**src/pkg/tecc_pkg.sv**
```systemverilog
package tecc_pkg;
  // Register byte offsets
  localparam logic [7:0] TECC_OFF_SWEVT = 8'h14;
  localparam logic [7:0] TECC_OFF_CHCTL = 8'h18;
  localparam logic [7:0] TECC_OFF_CMPV = 8'h1C;
  localparam logic [7:0] TECC_OFF_STAT = 8'h20;
  // Field positions
  localparam int TECC_UPD_BIT = 0;
  localparam int TECC_CHEV_BIT = 1;
  localparam int TECC_DIR_LSB = 0;
  localparam int TECC_FAST_BIT = 2;
  localparam int TECC_SHAD_BIT = 3;
  localparam int TECC_MODE_LSB = 4;
  localparam int TECC_FLT_LSB = 4;
  localparam int TECC_FLAG_BIT = 1;
  localparam int TECC_OVC_BIT = 9;
  // Writable mask of channel control
  localparam logic [31:0] TECC_CHCTL_MASK = 32'h000000FF;
  localparam logic [31:0] TECC_RESET = 32'h00000000;
  // Direction codes
  localparam logic [1:0] TECC_DIR_OUT = 2'h0;
  localparam logic [1:0] TECC_DIR_IN = 2'h1;
  // Output compare modes
  localparam logic [2:0] TECC_M_TIMING = 3'h0;
  localparam logic [2:0] TECC_M_SET = 3'h1;
  localparam logic [2:0] TECC_M_CLR = 3'h2;
  localparam logic [2:0] TECC_M_TOG = 3'h3;
  localparam logic [2:0] TECC_M_LOW = 3'h4;
  localparam logic [2:0] TECC_M_HIGH = 3'h5;
  localparam logic [2:0] TECC_M_PWM0 = 3'h6;
  localparam logic [2:0] TECC_M_PWM1 = 3'h7;
  // AXI responses
  localparam logic [1:0] TECC_RESP_OKAY = 2'h0;
  localparam logic [1:0] TECC_RESP_SLVERR = 2'h2;
endpackage : tecc_pkg

```
**src/hw/tecc_outgen.sv**
```systemverilog
// Prepared output generator for channel 0
module tecc_outgen
  import tecc_pkg::*;
(
  input wire logic aclk,
  input wire logic aresetn,
  input wire logic [2:0] mode,
  input wire logic out_en,
  input wire logic fast_en,
  input wire logic trig_edge,
  input wire logic count_down,
  input wire logic [15:0] counter_value,
  input wire logic [15:0] cmp,
  output logic prepared_output
);
  import tecc_pkg::*;

  logic match; // Counter equals compare
  logic pwm_lvl; // Level a PWM mode asks for
  logic pwm_mode; // One of the two PWM codes
  logic out_d; // Level for the next edge

  assign match = (counter_value == cmp);
  assign pwm_mode = (mode == TECC_M_PWM0) || (mode == TECC_M_PWM1);

  // PWM levels follow compare; fast trigger forces the up-count compare level
  always_comb begin
    if (count_down) begin
      pwm_lvl = !(counter_value > cmp);
    end else begin
      pwm_lvl = (counter_value < cmp);
    end
    if (mode == TECC_M_PWM1) begin
      pwm_lvl = !pwm_lvl;
    end
    if (fast_en && trig_edge) begin
      pwm_lvl = (mode == TECC_M_PWM1);
    end
  end

  // Next level per mode
  always_comb begin
    out_d = prepared_output;
    if (out_en) begin
      case (mode)
        TECC_M_TIMING: out_d = prepared_output;
        TECC_M_SET: if (match) out_d = 1'b1;
        TECC_M_CLR: if (match) out_d = 1'b0;
        TECC_M_TOG: if (match) out_d = !prepared_output;
        TECC_M_LOW: out_d = 1'b0;
        TECC_M_HIGH: out_d = 1'b1;
        TECC_M_PWM0, TECC_M_PWM1: out_d = pwm_lvl;
        default: out_d = prepared_output;
      endcase
    end
  end

  // Registered so the level only moves when its cause does
  always_ff @(posedge aclk) begin
    if (!aresetn) begin
      prepared_output <= 1'b0;
    end else begin
      prepared_output <= out_d;
    end
  end
endmodule : tecc_outgen

```
**src/hw/tecc_core.sv**
```systemverilog
// Channel 0 event and compare control with AXI4-Lite registers
module tecc_core
  import tecc_pkg::*;
(
  input wire logic aclk,
  input wire logic aresetn,
  input wire logic [7:0] s_axi_awaddr,
  input wire logic [2:0] s_axi_awprot,
  input wire logic s_axi_awvalid,
  output logic s_axi_awready,
  input wire logic [31:0] s_axi_wdata,
  input wire logic [3:0] s_axi_wstrb,
  input wire logic s_axi_wvalid,
  output logic s_axi_wready,
  output logic [1:0] s_axi_bresp,
  output logic s_axi_bvalid,
  input wire logic s_axi_bready,
  input wire logic [7:0] s_axi_araddr,
  input wire logic [2:0] s_axi_arprot,
  input wire logic s_axi_arvalid,
  output logic s_axi_arready,
  output logic [31:0] s_axi_rdata,
  output logic [1:0] s_axi_rresp,
  output logic s_axi_rvalid,
  input wire logic s_axi_rready,
  input wire logic [15:0] counter_value,
  input wire logic count_down,
  input wire logic chan_enable,
  input wire logic chan_irq_enable,
  input wire logic chan_dma_enable,
  input wire logic trig_edge,
  input wire logic hw_capcmp_event,
  input wire logic flag_clear,
  input wire logic ovc_clear,
  output logic update_event,
  output logic counter_clear,
  output logic chan_event,
  output logic chan_irq,
  output logic chan_dma_req,
  output logic chan_capcmp_flag,
  output logic chan_overcapture_flag,
  output logic [3:0] capture_filter,
  output logic [1:0] capture_prescaler,
  output logic prepared_output
);
  import tecc_pkg::*;

  // Address decode of word offsets
  function automatic logic [2:0] dec(input logic [7:0] a);
    dec = 3'h0;
    case ({a[7:2], 2'h0})
      TECC_OFF_SWEVT: dec = 3'h1;
      TECC_OFF_CHCTL: dec = 3'h2;
      TECC_OFF_CMPV: dec = 3'h3;
      TECC_OFF_STAT: dec = 3'h4;
      default: dec = 3'h0;
    endcase
  endfunction : dec

  logic aw_held_q; // Write address captured
  logic w_held_q; // Write data captured
  logic [7:0] awaddr_q;
  logic [31:0] wdata_q;
  logic [3:0] wstrb_q;
  logic do_wr; // Both halves present, response free
  logic do_rd;
  logic [31:0] chctl_q; // Channel mode control
  logic [15:0] cmp_pre_q; // Written compare value
  logic [15:0] cmp_act_q; // Active compare value
  logic [15:0] capture_q; // Captured counter
  logic [1:0] trig_q; // Self-clearing event bits
  logic flag_q;
  logic ovc_q;
  logic in_mode;
  logic cap_read; // Software reads capture value
  logic ev_any;

  // Readies fall while a half is held, so a held half is never overwritten
  assign s_axi_awready = !aw_held_q;
  assign s_axi_wready = !w_held_q;
  assign do_wr = aw_held_q && w_held_q && !s_axi_bvalid;
  assign s_axi_arready = !s_axi_rvalid;
  assign do_rd = s_axi_arvalid && s_axi_arready;
  assign in_mode = (chctl_q[TECC_DIR_LSB +: 2] == TECC_DIR_IN);

  // Address and data are taken independently
  always_ff @(posedge aclk) begin
    if (!aresetn) begin
      aw_held_q <= 1'b0;
      awaddr_q <= 8'h00;
    end else if (s_axi_awvalid && s_axi_awready) begin
      aw_held_q <= 1'b1;
      awaddr_q <= s_axi_awaddr;
    end else if (do_wr) begin
      aw_held_q <= 1'b0;
    end
  end

  always_ff @(posedge aclk) begin
    if (!aresetn) begin
      w_held_q <= 1'b0;
      wdata_q <= 32'h00000000;
      wstrb_q <= 4'h0;
    end else if (s_axi_wvalid && s_axi_wready) begin
      w_held_q <= 1'b1;
      wdata_q <= s_axi_wdata;
      wstrb_q <= s_axi_wstrb;
    end else if (do_wr) begin
      w_held_q <= 1'b0;
    end
  end

  // Write response; partial strobes refused since only words are legal
  always_ff @(posedge aclk) begin
    if (!aresetn) begin
      s_axi_bvalid <= 1'b0;
      s_axi_bresp <= TECC_RESP_OKAY;
    end else if (do_wr) begin
      s_axi_bvalid <= 1'b1;
      s_axi_bresp <= (dec(awaddr_q) inside {3'h1, 3'h2, 3'h3} && wstrb_q == 4'hF)
        ? TECC_RESP_OKAY : TECC_RESP_SLVERR;
    end else if (s_axi_bready) begin
      s_axi_bvalid <= 1'b0;
    end
  end

  // Only full-word writes land; anything else is answered and dropped
  logic wr_ok;
  assign wr_ok = do_wr && (wstrb_q == 4'hF);

  // Event trigger bits clear themselves one cycle later
  always_ff @(posedge aclk) begin
    if (!aresetn) begin
      trig_q <= 2'h0;
    end else if (wr_ok && dec(awaddr_q) == 3'h1) begin
      trig_q <= wdata_q[1:0];
    end else begin
      trig_q <= 2'h0;
    end
  end

  // The update pulse also clears counter and prescaler outside this block
  assign update_event = trig_q[TECC_UPD_BIT];
  assign counter_clear = trig_q[TECC_UPD_BIT];
  assign chan_event = trig_q[TECC_CHEV_BIT];
  assign ev_any = chan_event || hw_capcmp_event;

  // Channel control; direction locked while channel runs
  always_ff @(posedge aclk) begin
    if (!aresetn) begin
      chctl_q <= TECC_RESET;
    end else if (wr_ok && dec(awaddr_q) == 3'h2) begin
      chctl_q[7:2] <= wdata_q[7:2];
      if (!chan_enable) begin
        chctl_q[1:0] <= wdata_q[1:0];
      end
    end
  end

  // Compare value, shadowed or direct
  always_ff @(posedge aclk) begin
    if (!aresetn) begin
      cmp_pre_q <= 16'h0000;
    end else if (wr_ok && dec(awaddr_q) == 3'h3 && !in_mode) begin
      cmp_pre_q <= wdata_q[15:0];
    end
  end

  // Shadow on: reload only at update; off: follow the written value
  always_ff @(posedge aclk) begin
    if (!aresetn) begin
      cmp_act_q <= 16'h0000;
    end else if (!chctl_q[TECC_SHAD_BIT] || update_event) begin
      cmp_act_q <= cmp_pre_q;
    end
  end

  // Capture on event in input mode
  always_ff @(posedge aclk) begin
    if (!aresetn) begin
      capture_q <= 16'h0000;
    end else if (in_mode && ev_any) begin
      capture_q <= counter_value;
    end
  end

  // A capture read in input mode clears the flag
  assign cap_read = do_rd && dec(s_axi_araddr) == 3'h3 && in_mode;

  // Flag: set wins over clears
  always_ff @(posedge aclk) begin
    if (!aresetn) begin
      flag_q <= 1'b0;
    end else if (ev_any) begin
      flag_q <= 1'b1;
    end else if (flag_clear || cap_read) begin
      flag_q <= 1'b0;
    end
  end

  // Overcapture only in input mode; a capture while the flag is set wins over a clear
  always_ff @(posedge aclk) begin
    if (!aresetn) begin
      ovc_q <= 1'b0;
    end else if (in_mode && ev_any && flag_q) begin
      ovc_q <= 1'b1;
    end else if (ovc_clear) begin
      ovc_q <= 1'b0;
    end
  end

  // Interrupt is a level, the DMA request a one-cycle pulse per software channel event
  assign chan_capcmp_flag = flag_q;
  assign chan_overcapture_flag = ovc_q;
  assign chan_irq = flag_q && chan_irq_enable;
  assign chan_dma_req = chan_event && chan_dma_enable;
  assign capture_filter = in_mode ? chctl_q[TECC_FLT_LSB +: 4] : 4'h0;
  assign capture_prescaler = in_mode ? chctl_q[3:2] : 2'h0;

  // Read channel
  // Data is registered, so a capture read sees the value before this edge
  always_ff @(posedge aclk) begin
    if (!aresetn) begin
      s_axi_rvalid <= 1'b0;
      s_axi_rdata <= 32'h00000000;
      s_axi_rresp <= TECC_RESP_OKAY;
    end else if (do_rd) begin
      s_axi_rvalid <= 1'b1;
      s_axi_rresp <= TECC_RESP_OKAY;
      case (dec(s_axi_araddr))
        3'h1: s_axi_rdata <= 32'h00000000;
        3'h2: s_axi_rdata <= chctl_q & TECC_CHCTL_MASK;
        3'h3: s_axi_rdata <= {16'h0000, in_mode ? capture_q : cmp_pre_q};
        3'h4: s_axi_rdata <= {22'h000000, ovc_q, 7'h00, flag_q, 1'b0};
        default: begin
          s_axi_rdata <= 32'h00000000;
          s_axi_rresp <= TECC_RESP_SLVERR;
        end
      endcase
    end else if (s_axi_rready) begin
      s_axi_rvalid <= 1'b0;
    end
  end

  // Output stage follows the mode field and idles while the channel captures
  tecc_outgen u_outgen (
    .aclk(aclk),
    .aresetn(aresetn),
    .mode(chctl_q[TECC_MODE_LSB +: 3]),
    .out_en(!in_mode),
    .fast_en(chctl_q[TECC_FAST_BIT]),
    .trig_edge(trig_edge),
    .count_down(count_down),
    .counter_value(counter_value),
    .cmp(cmp_act_q),
    .prepared_output(prepared_output)
  );
endmodule : tecc_core

```
**config.mk**
```make
export PLATFORM = sky130hd
export DESIGN_NAME = tecc_core
export DESIGN_NICKNAME = d
export VERILOG_FILES = /design/src/pkg/tecc_pkg.sv /design/src/hw/tecc_outgen.sv /design/src/hw/tecc_core.sv
export SDC_FILE = /design/constraint.sdc
export NUM_CORES = 1
export LEC_CHECK = 0
export BUFFER_PORTS_ARGS = -buffer_cell sky130_fd_sc_hd__buf_4
export CAP_MARGIN = 20
export CORE_ASPECT_RATIO = 0.5
export CORE_MARGIN = 2
export CORE_UTILIZATION = 33
export CTS_BUF_LIST = sky130_fd_sc_hd__clkbuf_4 sky130_fd_sc_hd__clkbuf_8
export DETAILED_ROUTE_END_ITERATION = 6
export PLACE_DENSITY = 0.61
export RECOVER_POWER = 100
export SLEW_MARGIN = 0
export SYNTH_ARGS = -nofsm -noshare
export SYNTH_HDL_FRONTEND = slang
export SYNTH_SLANG_ARGS = --single-unit
```
**constraint.sdc**
```tcl
create_clock -name aclk -period 2.3 [get_ports aclk]
set_clock_uncertainty 0.15 [all_clocks]
set_input_delay 0.345 -clock aclk [delete_from_list [all_inputs] [get_ports aclk]]
set_output_delay 0.345 -clock aclk [all_outputs]
set_load 0.01 [all_outputs]
```
* Word level (Yosys, flattened, before mapping) *
Index checks and enable logic that the tools add are counted.

operators by class
  equal/unequal tests = 32
  $lt $le $gt $ge = 2
  mux-type cells = 31
  reductions and logical operators = 43
  bitwise gates (word level) = 3

operator list
  kind                                            number
  case mux 16 bit (3 select lines)                1
  == test 6 x 3 -> 1 bit (second input constant)  6
  == test 3 x 2 -> 1 bit (second input constant)  9
  case mux 3 bit (4 select lines)                 2
  logical AND 1 bit                               18
  two-way mux 1 bit                               17
  == test 16 bit                                  1
  > comparator 16 bit                             1
  < comparator 16 bit                             1
  two-way mux 16 bit                              1
  == test 3 bit (second input constant)           5
  two-way mux 3 bit                               5
  == test 3 x 1 -> 1 bit (second input constant)  4
  == test 6 x 4 -> 1 bit (second input constant)  2
  nonzero test 2 bit                              6
  logical NOT 1 bit                               9
  two-way mux 2 bit                               3
  != test 2 x 1 -> 1 bit (second input constant)  3
  case mux 1 bit (6 select lines)                 1
  AND reduction 5 bit                             1
  == test 4 bit (second input constant)           1
  two-way mux 4 bit                               1
  AND reduction 2 bit                             2
  OR reduction 4 bit                              1
  6 further kinds                                 10

storage, ports and cells
  register bits after elaboration = 129
  input port bits = 89
  word-level logic and storage cells = 130
  output and inout bits = 55

* Depth between registers and ports, before layout *
Gate-level depths: netlist of the first run.

  depth after elaboration = 8
  mapped depth = 8
  gate-level depth less buffers = 8

* Cells and area by module *
A second synthesis of the first run with hierarchy kept.

second synthesis, totals
  cell total of the unflattened synthesis = 618
  area total of the unflattened synthesis = 4976.0 µm²

by module, submodules not included
  module       area each (µm²)  sequential area each (µm²)  times used  cells an instance
  tecc_core    4408.0           2162.1                      1           541
  tecc_outgen  568.0            20.0                        1           77

* Worst setup path after synthesis of the first run *
OpenSTA, ideal clock, no wires.

  kind = input port to flip-flop
  from = in counter_value[15]
  to = reg u_outgen.prepared_output
  setup time = 73 ps
  path slack = 262 ps
  stages = 7
  data required time = 2077 ps
  arrival time = 1815 ps
  path buffers = 0
  cell sequence = ha_1 -> nand4_2 -> nor3_2 -> nor4b_4 -> nand3_1 -> a2111o_1 -> o211ai_2

on the way
  word-level cells in the longest chain between the ends = 7
  elaborated cells between the ends (all ways) = 13
  those cells by class = 2 x order compare; 4 x eq/ne; 4 x mux; 3 x reduce/logical

RTL lines
  what                             line               text
  start, declared                  tecc_core.sv:26    input wire logic [15:0] counter_value,
  > comparator 16 bit              tecc_outgen.sv:29  pwm_lvl = !(counter_value > cmp);
  logical NOT 1 bit                tecc_outgen.sv:29
  two-way mux 1 bit                tecc_outgen.sv:28  if (count_down) begin
  logical NOT 1 bit                tecc_outgen.sv:34  pwm_lvl = !pwm_lvl;
  two-way mux 1 bit                tecc_outgen.sv:33  if (mode == TECC_M_PWM1) begin
  two-way mux 1 bit                tecc_outgen.sv:36  if (fast_en && trig_edge) begin
  case mux 1 bit (6 select lines)  tecc_outgen.sv:45  case (mode)
  end signal, assigned             tecc_outgen.sv:63  prepared_output <= out_d;
  end, declared                    tecc_outgen.sv:14  output logic prepared_output

Several ways; a longest one is shown, not always the timed one.
A chain may end at the register's enable or synchronous reset.

* Worst setup path after layout of the first run *
  from = reg cmp_act_q[9]
  to = reg u_outgen.prepared_output

on the way
  word-level cells in the longest chain between the ends = 7
  elaborated cells between the ends (all ways) = 13
  those cells by class = 2 x order compare; 4 x eq/ne; 4 x mux; 3 x reduce/logical

RTL lines
  what                             line               text
  start, declared                  tecc_core.sv:69    logic [15:0] cmp_act_q;
  start signal, assigned           tecc_core.sv:174   cmp_act_q <= cmp_pre_q;
  > comparator 16 bit              tecc_outgen.sv:29
  logical NOT 1 bit                tecc_outgen.sv:29
  two-way mux 1 bit                tecc_outgen.sv:28
  logical NOT 1 bit                tecc_outgen.sv:34
  two-way mux 1 bit                tecc_outgen.sv:33
  two-way mux 1 bit                tecc_outgen.sv:36
  case mux 1 bit (6 select lines)  tecc_outgen.sv:45

Several ways; a longest one is shown, not always the timed one.

==> out/results.ini, run 1 <==
[cells_and_area]
areaGrowthSynthToFinish_pct = 19.9
fin_util_pct = 41.3
diodes = 0
final_cell_mix = nand2_1 (186), dfxtp_1 (108), buf_4 (81), a21boi_0 (77)
drive_above_1_share_pct = 15.1
final_common_cell = nand2_1
nNetsFinal = 817

[synth]
synth_ff_type = dfxtp_1
avgSynthCellArea_sq_um = 8.15
synth-adder-area-share_pct = 3.94
synthSimpleGateAreaFrac_pct = 24.6
syn_inst = 623
synth_top_family_by_area = simple AND/OR/NAND/NOR gates
async_flop_share_pct = 0
yosys_warnings = 0
ys_seq_area_share_pct = 43.0
synth_seq_cells = 109
synth_xor_area_share_pct = 0
ys_types = 46
synthMuxAreaShare_pct = 2.59
netlist_area_sq_um = 5080
synth_edf_count = 0
synth_compound_area_share_pct = 18.7

[floorplanning]
rows = 31
start_util_pct = 34.5
pin_count = 144
die_h_microns = 91.7
dieWidth_microns = 179
dieArea_sq_um = 16500
core_sq_um = 14700

[detailed_routing]
wl_per_cell_microns = 14.0
drt-initial-drc-count = 259
finalWirelength_mm = 12.8
ant_nets = 0
first_pass_iters = 5
vias = 4219
route.detailed.drc = 0
viasPerCell = 4.61

[clock_tree]
cts_sinks = 109
numCtsBuffers = 9
clk_latency_ns = 0.38
clk_pin_slew_ns = 0.10
ctsHoldBuffers = 0
h-tree-depth = 3
clockRootBuffer = clkbuf_8
cts_buffer_depth = 2
cts_tree = yes

[hold_path]
hold_depth = 3
holdCritPathClass = in2reg

[placement]
portBuffers = 99
pre_cts_ws_ns = -0.0569
hpwl_mm = 9.68
place.gp.congestion = 0.799

[timing]
rsz0062_at_grt = no
timing.final.crit_period_ns = 2.18
setup_tns_ns = 0
finalMaxSlewViolations = 107
tightest_slew_ns = 1.71
fin_ws_ns = 0.125
hold_violations = 0
finalCritPeriodShare_pct = 94.6
finalSetupViolCount = 0
slew_headroom_pct = -14.2
fmax_mhz = 460

[critical_path]
worstSetupPathType = reg2reg
critPathMaxFanout = 3
worstSetupStartpointType = flip-flop
r2r_cells = 8
arrival_ns = 2.33
worstSetupEndpointType = flip-flop
critPathRequiredTime_ns = 2.46

[grt]
grt_max_degree = 107
grt_util_all_layers_pct = 15.4
grt_pass1_vias = 3859
antenna_found_initial = 0
grt_pass1_wl_mm = 20.3
gr-total-overflow = 0

[status]
status = finished, violations left
violations = max-capacitance violations, max-slew violations

[pwr]
ir_worst_vdd_v = 0.000275
powerDensity_nw_per_um2 = 575
cellLeakagePower_nw = 2.27

[job]
cap_violations = 1

## power by group
part / switching (mW) / total [mW] / internal, mW / leakage (nW)
Sequential: 0.0277 / 1.95 / 1.93 / 0.884
Clock: 0.656 / 1.22 / 0.567 / 0.108
Combinational: 0.162 / 0.323 / 0.162 / 1.28
## final timing paths
| path | start | to | slack [ns] |
|---|---|---|---|
| worst max-delay path | cmp_act_q[9]$_SDFFE_PN0P_ | u_outgen.prepared_output$_SDFFE_PN0P_ | 0.12 |
| worst min-delay path | s_axi_awvalid | aw_held_q$_SDFFE_PN0P_ | 0.03 |
| worst max register to register | cmp_act_q[9]$_SDFFE_PN0P_ | u_outgen.prepared_output$_SDFFE_PN0P_ | 0.12 |
| worst min register to register | wdata_q[14]$_SDFFE_PN0P_ | cmp_pre_q[14]$_SDFFE_PN0P_ | 0.32 |
## flip-flops by register name, summed over array words and instances (netlist names), 2 cells and up
register / flops
trig_q: 2
s_axi_rdata: 16
chctl_q: 8
wstrb_q: 4
cmp_pre_q: 16
cmp_act_q: 16
capture_q: 16
wdata_q: 16
awaddr_q: 6
## what timing repair did
action                                 CTS  global route
setup endpoints to repair                0             3
endpoints found under the hold margin    0             0
resized for setup                        0             5
buffers inserted                         0             0
## metal layers
metal  wire length, microns  share of wire, %  global-route usage, %  vias to the layer above
met5                      0                 0                      0                        -
met1                   6820                53                   23.3                     1899
met2                   5240                41                   22.0                      110
met4                     85              0.66                   3.25                        0
li1                       -                 -                      -                     2203
met3                    664               5.2                   3.49                        7
## through the flow
stage | std cells | cell area, sq um | hold slack, ns | power [mW]
global route | 915 | 6090 | 0.0267 | 3.66
CTS | 915 | 6190 | 0.0123 | 3.54
global placement | 899 | 5980 | 0.291 | 2.32
floorplan | 640 | 5140 | 0.281 | 2.19
finish | 915 | 6090 | 0.0265 | 3.50
detailed placement | 899 | 5980 | 0.303 | 2.33
## kinds of logic (layout without fill, tap and decap cells)
| logic type | after synthesis | after routing |
|---|---|---|
| and+or+nand+nor | 273 | 273 |
| AOI/OAI and AO/OA | 137 | 137 |
| DFF | 109 | 109 |
| buffers and inverters | 74 | 151 |
| adders and majority gates | 16 | 16 |
| muxes | 13 | 13 |
| other | 1 | 18 |
## layout make-up
type	count	area (sq um)
clock buffers	12	153
multi-input cells	457	2630
clock inverters	4	56.3
repair buffers	114	738
well taps	198	248
flip-flops and latches	109	2180
inverters	21	78.8
fillers	1557	8650
## worst max-delay path: stages, from the launching register on
cell	delay [ns]
dfxtp_1	0.36
inv_1	0.05
ha_1	0.28
nand2_1	0.09
nor3_4	0.21
nor4b_4	0.31
a221oi_1	0.19
a2111o_1	0.39
o211ai_2	0.06
## Yosys cell counts (2+ instances only)
| cell | number | share of area (%) |
|---|---|---|
| a211oi_1 | 3 | 0.44 |
| a21boi_0 | 69 | 10 |
| a21boi_1 | 8 | 1.2 |
| a21oi_1 | 25 | 2.5 |
| a221oi_1 | 2 | 0.34 |
| a22oi_1 | 2 | 0.30 |
| a31oi_1 | 4 | 0.49 |
| and2_1 | 10 | 1.2 |
| and3_1 | 4 | 0.49 |
| buf_2 | 3 | 0.30 |
| buf_4 | 21 | 3.1 |
| clkbuf_1 | 28 | 2.1 |
| dfxtp_1 | 109 | 43 |
| ha_1 | 16 | 3.9 |
| inv_1 | 21 | 1.6 |
| mux2i_1 | 12 | 2.4 |
| nand2_1 | 186 | 14 |
| nand2b_1 | 3 | 0.37 |
| nand3_1 | 7 | 0.69 |
| nand3b_1 | 2 | 0.30 |
| nand4_1 | 2 | 0.25 |
| nand4b_1 | 2 | 0.34 |
| nor2_1 | 13 | 0.96 |
| nor2b_1 | 31 | 3.8 |
| nor3_1 | 4 | 0.39 |
| o211a_1 | 3 | 0.59 |
| o211ai_1 | 5 | 0.74 |
| o21ai_0 | 10 | 0.99 |
Power figures use the tool's default switching activity.
==> run 2, diff against run 1 <==
Settings changed: ABC_AREA set to 1, RECOVER_POWER 100 to 25.
==> run 2 against run 1 <==
- the run now ends clean
- worst hold slack improved by 0.013 ns
- core utilization is 0.49 points lower
- first-iteration DRC count up 11%
- critical path type is now reg2out
- critical endpoint is now capture_prescaler[1]
==> out/results.ini, run 2 <==
[status]
status = complete, no violations  ; was finished, violations left

[critical_path]
worst-path-stages = 6  ; was 8
worstSetupEndpointType = output port  ; was flip-flop
path_cells = inv_1 > nor2_1 > inv_2 > buf_4 > nor2_1 > buf_4  ; was inv_1 > ha_1 > nand2_1 > nor3_4 > nor4b_4 > a221oi_1 > a2111o_1 > o211ai_2
worstSetupStartpointType = flip-flop  ; unchanged
reg2reg_slack_ns = 0.33  ; was 0.12 ns
cp_slowest_cell = dfxtp_1  ; was a2111o_1
worstSetupPathType = reg2out  ; was reg2reg
r2r-start = chctl_q[0]$_SDFFE_PN0P_  ; was cmp_act_q[9]$_SDFFE_PN0P_
timing.rr.end = capture_q[10]$_SDFFE_PN0P_  ; was u_outgen.prepared_output$_SDFFE_PN0P_
critPathRequiredTime_ns = 1.80  ; was 2.46 ns
r2r_cells = 8  ; unchanged
path_buf_inv = 4  ; was 1
arrival_ns = 1.59  ; was 2.33 ns
cpPeakStageDelay_ns = 0.32  ; was 0.39 ns
cp_top_family = buffers and inverters  ; was compound AO/OA/AOI/OAI gates
critPathMaxFanout = 36  ; was 3

[synth]
ys_seq_area_share_pct = 44.8  ; was 43.0%
synth_common_cells = dfxtp_1 (109), nand2_1 (99), o21ai_0 (93)  ; was nand2_1 (186), dfxtp_1 (109), a21boi_0 (69)
synth_edf_count = 0  ; unchanged
avgSynthCellArea_sq_um = 7.57  ; was 8.15 sq um
yosysTopAreaCell = dfxtp_1  ; unchanged
syn_inst = 644  ; was 623
synth_seq_cells = 109  ; unchanged
netlist_area_sq_um = 4870  ; was 5080 sq um
synth_ff_type = dfxtp_1  ; unchanged
synth_most_common_cell = dfxtp_1  ; was nand2_1
async_flop_share_pct = 0  ; unchanged
synth_top_area_share_pct = 44.8  ; was 43.0%
yosys_warnings = 0  ; unchanged
synth_top_cells_by_area = dfxtp_1 (45%), o21ai_0 (9.6%), a21oi_1 (8.8%)  ; was dfxtp_1 (43%), nand2_1 (14%), a21boi_0 (10%)
ys_types = 31  ; was 46

[timing]
finalCritPeriodShare_pct = 90.7  ; was 94.6%
finalSetupViolCount = 0  ; unchanged
fmax_mhz = 479  ; was 460 MHz
tightest_slew_ns = 1.13  ; was 1.71 ns
finalMaxSlewViolations = 0  ; was 107
hold_ws_ns = 0.0395  ; was 0.0265 ns
slew_headroom_pct = 24.6  ; was -14.2%
fin_ws_ns = 0.214  ; was 0.125 ns
setup_tns_ns = 0  ; unchanged
hold_violations = 0  ; unchanged
timing.final.crit_period_ns = 2.09  ; was 2.18 ns
rsz0062_at_grt = no  ; unchanged

[hold_path]
holdCritPathClass = in2reg  ; unchanged
hold_depth = 3  ; unchanged
hp-start = s_axi_awaddr[3]  ; was s_axi_awvalid
holdPathEnd = awaddr_q[3]$_SDFFE_PN0P_  ; was aw_held_q$_SDFFE_PN0P_

[placement]
postPlaceCellArea_sq_um = 5780  ; was 5980 sq um
pre_cts_ws_ns = 0.323  ; was -0.0569 ns
place.gp.congestion = 0.800  ; was 0.799
hpwl_mm = 9.00  ; was 9.68 mm
dp.cells = 922  ; was 899
portBuffers = 99  ; unchanged

[cells_and_area]
nFillCells = 1547  ; was 1,557
diodes = 0  ; unchanged
final_cells = 938  ; was 915
final_cell_mix = dfxtp_1 (109), nand2_1 (99), o21ai_0 (93), buf_4 (90), a21oi_1 (86)  ; was nand2_1 (186), dfxtp_1 (108), buf_4 (81), a21boi_0 (77)
drive_above_1_share_pct = 17.6  ; was 15.1%
final_common_cell = dfxtp_1  ; was nand2_1
areaGrowthSynthToFinish_pct = 20.9  ; was 19.9%
nNetsFinal = 840  ; was 817
fin_util_pct = 40.8  ; was 41.3%
finalInstanceArea_sq_um = 5890  ; was 6090 sq um

[pwr]
cellLeakagePower_nw = 2.34  ; was 2.27 nW
p_int_mw = 2.53  ; was 2.65 mW
clkPwrFrac_pct = 32.8  ; was 34.9%
comb_power_share_pct = 9.8  ; was 9.2%
swShare_pct = 25.7  ; was 24.2%
totalPowerFinal_mw = 3.41  ; was 3.50 mW
seq_power_share_pct = 57.4  ; was 55.8%
powerDensity_nw_per_um2 = 578  ; was 575 nW/um^2
power_switching_mw = 0.874  ; was 0.845 mW
ir_worst_vdd_v = 0.000268  ; was 0.000275 V

[grt]
grt_pass1_vias = 3710  ; was 3,859
grt_pass1_wl_mm = 19.1  ; was 20.3 mm
antenna_found_initial = 0  ; unchanged
gr-total-overflow = 0  ; unchanged
grt_max_degree = 73  ; was 107
grt_util_all_layers_pct = 15.3  ; was 15.4%

[floorplanning]
pin_count = 144  ; unchanged
dieArea_sq_um = 15800  ; was 16,500 sq um
die_h_microns = 89.9  ; was 91.7 microns
dieWidth_microns = 176  ; was 179 microns
start_util_pct = 33.8  ; was 34.5%
rows = 31  ; unchanged
core_sq_um = 14400  ; was 14,700 sq um

[clock_tree]
post_cts_buffers = 0  ; unchanged
clockRootBuffer = clkbuf_8  ; unchanged
cts_resized = 0  ; unchanged
h-tree-depth = 3  ; unchanged
numCtsBuffers = 9  ; unchanged
clk_pin_slew_ns = 0.10  ; about the same
cts_buffer_depth = 2  ; unchanged
cts_tree = yes  ; unchanged
clk_latency_ns = 0.37  ; was 0.38 ns
ctsHoldBuffers = 0  ; unchanged
cts_sinks = 109  ; unchanged

[detailed_routing]
viasPerCell = 4.56  ; was 4.61
route.detailed.drc = 0  ; unchanged
finalWirelength_mm = 12.1  ; was 12.8 mm
wl_per_cell_microns = 12.9  ; was 14.0 microns
first_pass_iters = 4  ; was 5
ant_nets = 0  ; unchanged
drt-initial-drc-count = 287  ; was 259
vias = 4273  ; was 4,219

[job]
cap_violations = 0  ; was 1

==> run 2: worst max path at each step <==
stage | end | start | slack [ns]
2_1_floorplan | cmp_pre_q[10]$_SDFFE_PN0P_ | w_held_q$_SDFFE_PN0P_ | 0.63
3_3_place_gp | wdata_q[6]$_SDFFE_PN0P_ | s_axi_wvalid | 0.35
3_5_place_dp | u_outgen.prepared_output$_SDFFE_PN0P_ | counter_value[15] | 0.32
4_1_cts | capture_prescaler[1] | chctl_q[0]$_SDFFE_PN0P_ | 0.26
5_1_grt | cmp_act_q[7]$_SDFFE_PN0P_ | chctl_q[3]$_SDFFE_PN0P_ | 0.11
6_report | capture_prescaler[1] | chctl_q[0]$_SDFFE_PN0P_ | 0.21
==> run 2: cells by family after synthesis <==
logic type,Yosys count,share of synthesized area (%)
AND/OR/NAND/NOR,186,15.8
adder cells (fa/ha/maj),16,4.11
AO/OA/AOI/OAI,200,23.2
flip-flops,109,44.8
other,1,0.0770
buffers and inverters,132,12.1
==> run 2: worst reg2reg max path: stages (launching register included) <==
cell	delay (ns)
dfxtp_1	0.32
inv_1	0.08
nor2_1	0.20
inv_2	0.06
nor2_1	0.25
inv_1	0.27
buf_4	0.27
o21ai_0	0.22
a21oi_1	0.06
==> run 2: layer usage <==
metal	part of all wire [%]	routed length [microns]	GRT usage, %	vias up
met3	4.7	563	3.30	6
met4	0.65	79	3.51	0
met5	0	0	0	-
li1	-	-	-	2243
met1	53	6390	23.5	1915
met2	42	5040	21.5	109
==> run 2: power by group through the flow <==
| stage | Clock (mW) | Sequential (mW) | Combinational, mW |
|---|---|---|---|
| final | 1.12 | 1.95 | 0.334 |
| after CTS | 1.16 | 1.96 | 0.340 |
| after floorplan | 0 | 2.00 | 0.201 |
| after global placement | 0 | 2.00 | 0.337 |
| after global routing | 1.25 | 1.96 | 0.378 |
| after detailed placement | 0 | 2.00 | 0.339 |
==> run 2: area by class of cell <==
class,count,area [sq um],share of cell area (%)
clock buffer,12,153,2.59
clock inverter,4,33.8,0.574
inverter,84,315,5.35
multi-input combinational,420,2150,36.6
sequential,109,2180,37.1
tap,198,248,4.21
timing repair buffer,111,803,13.6
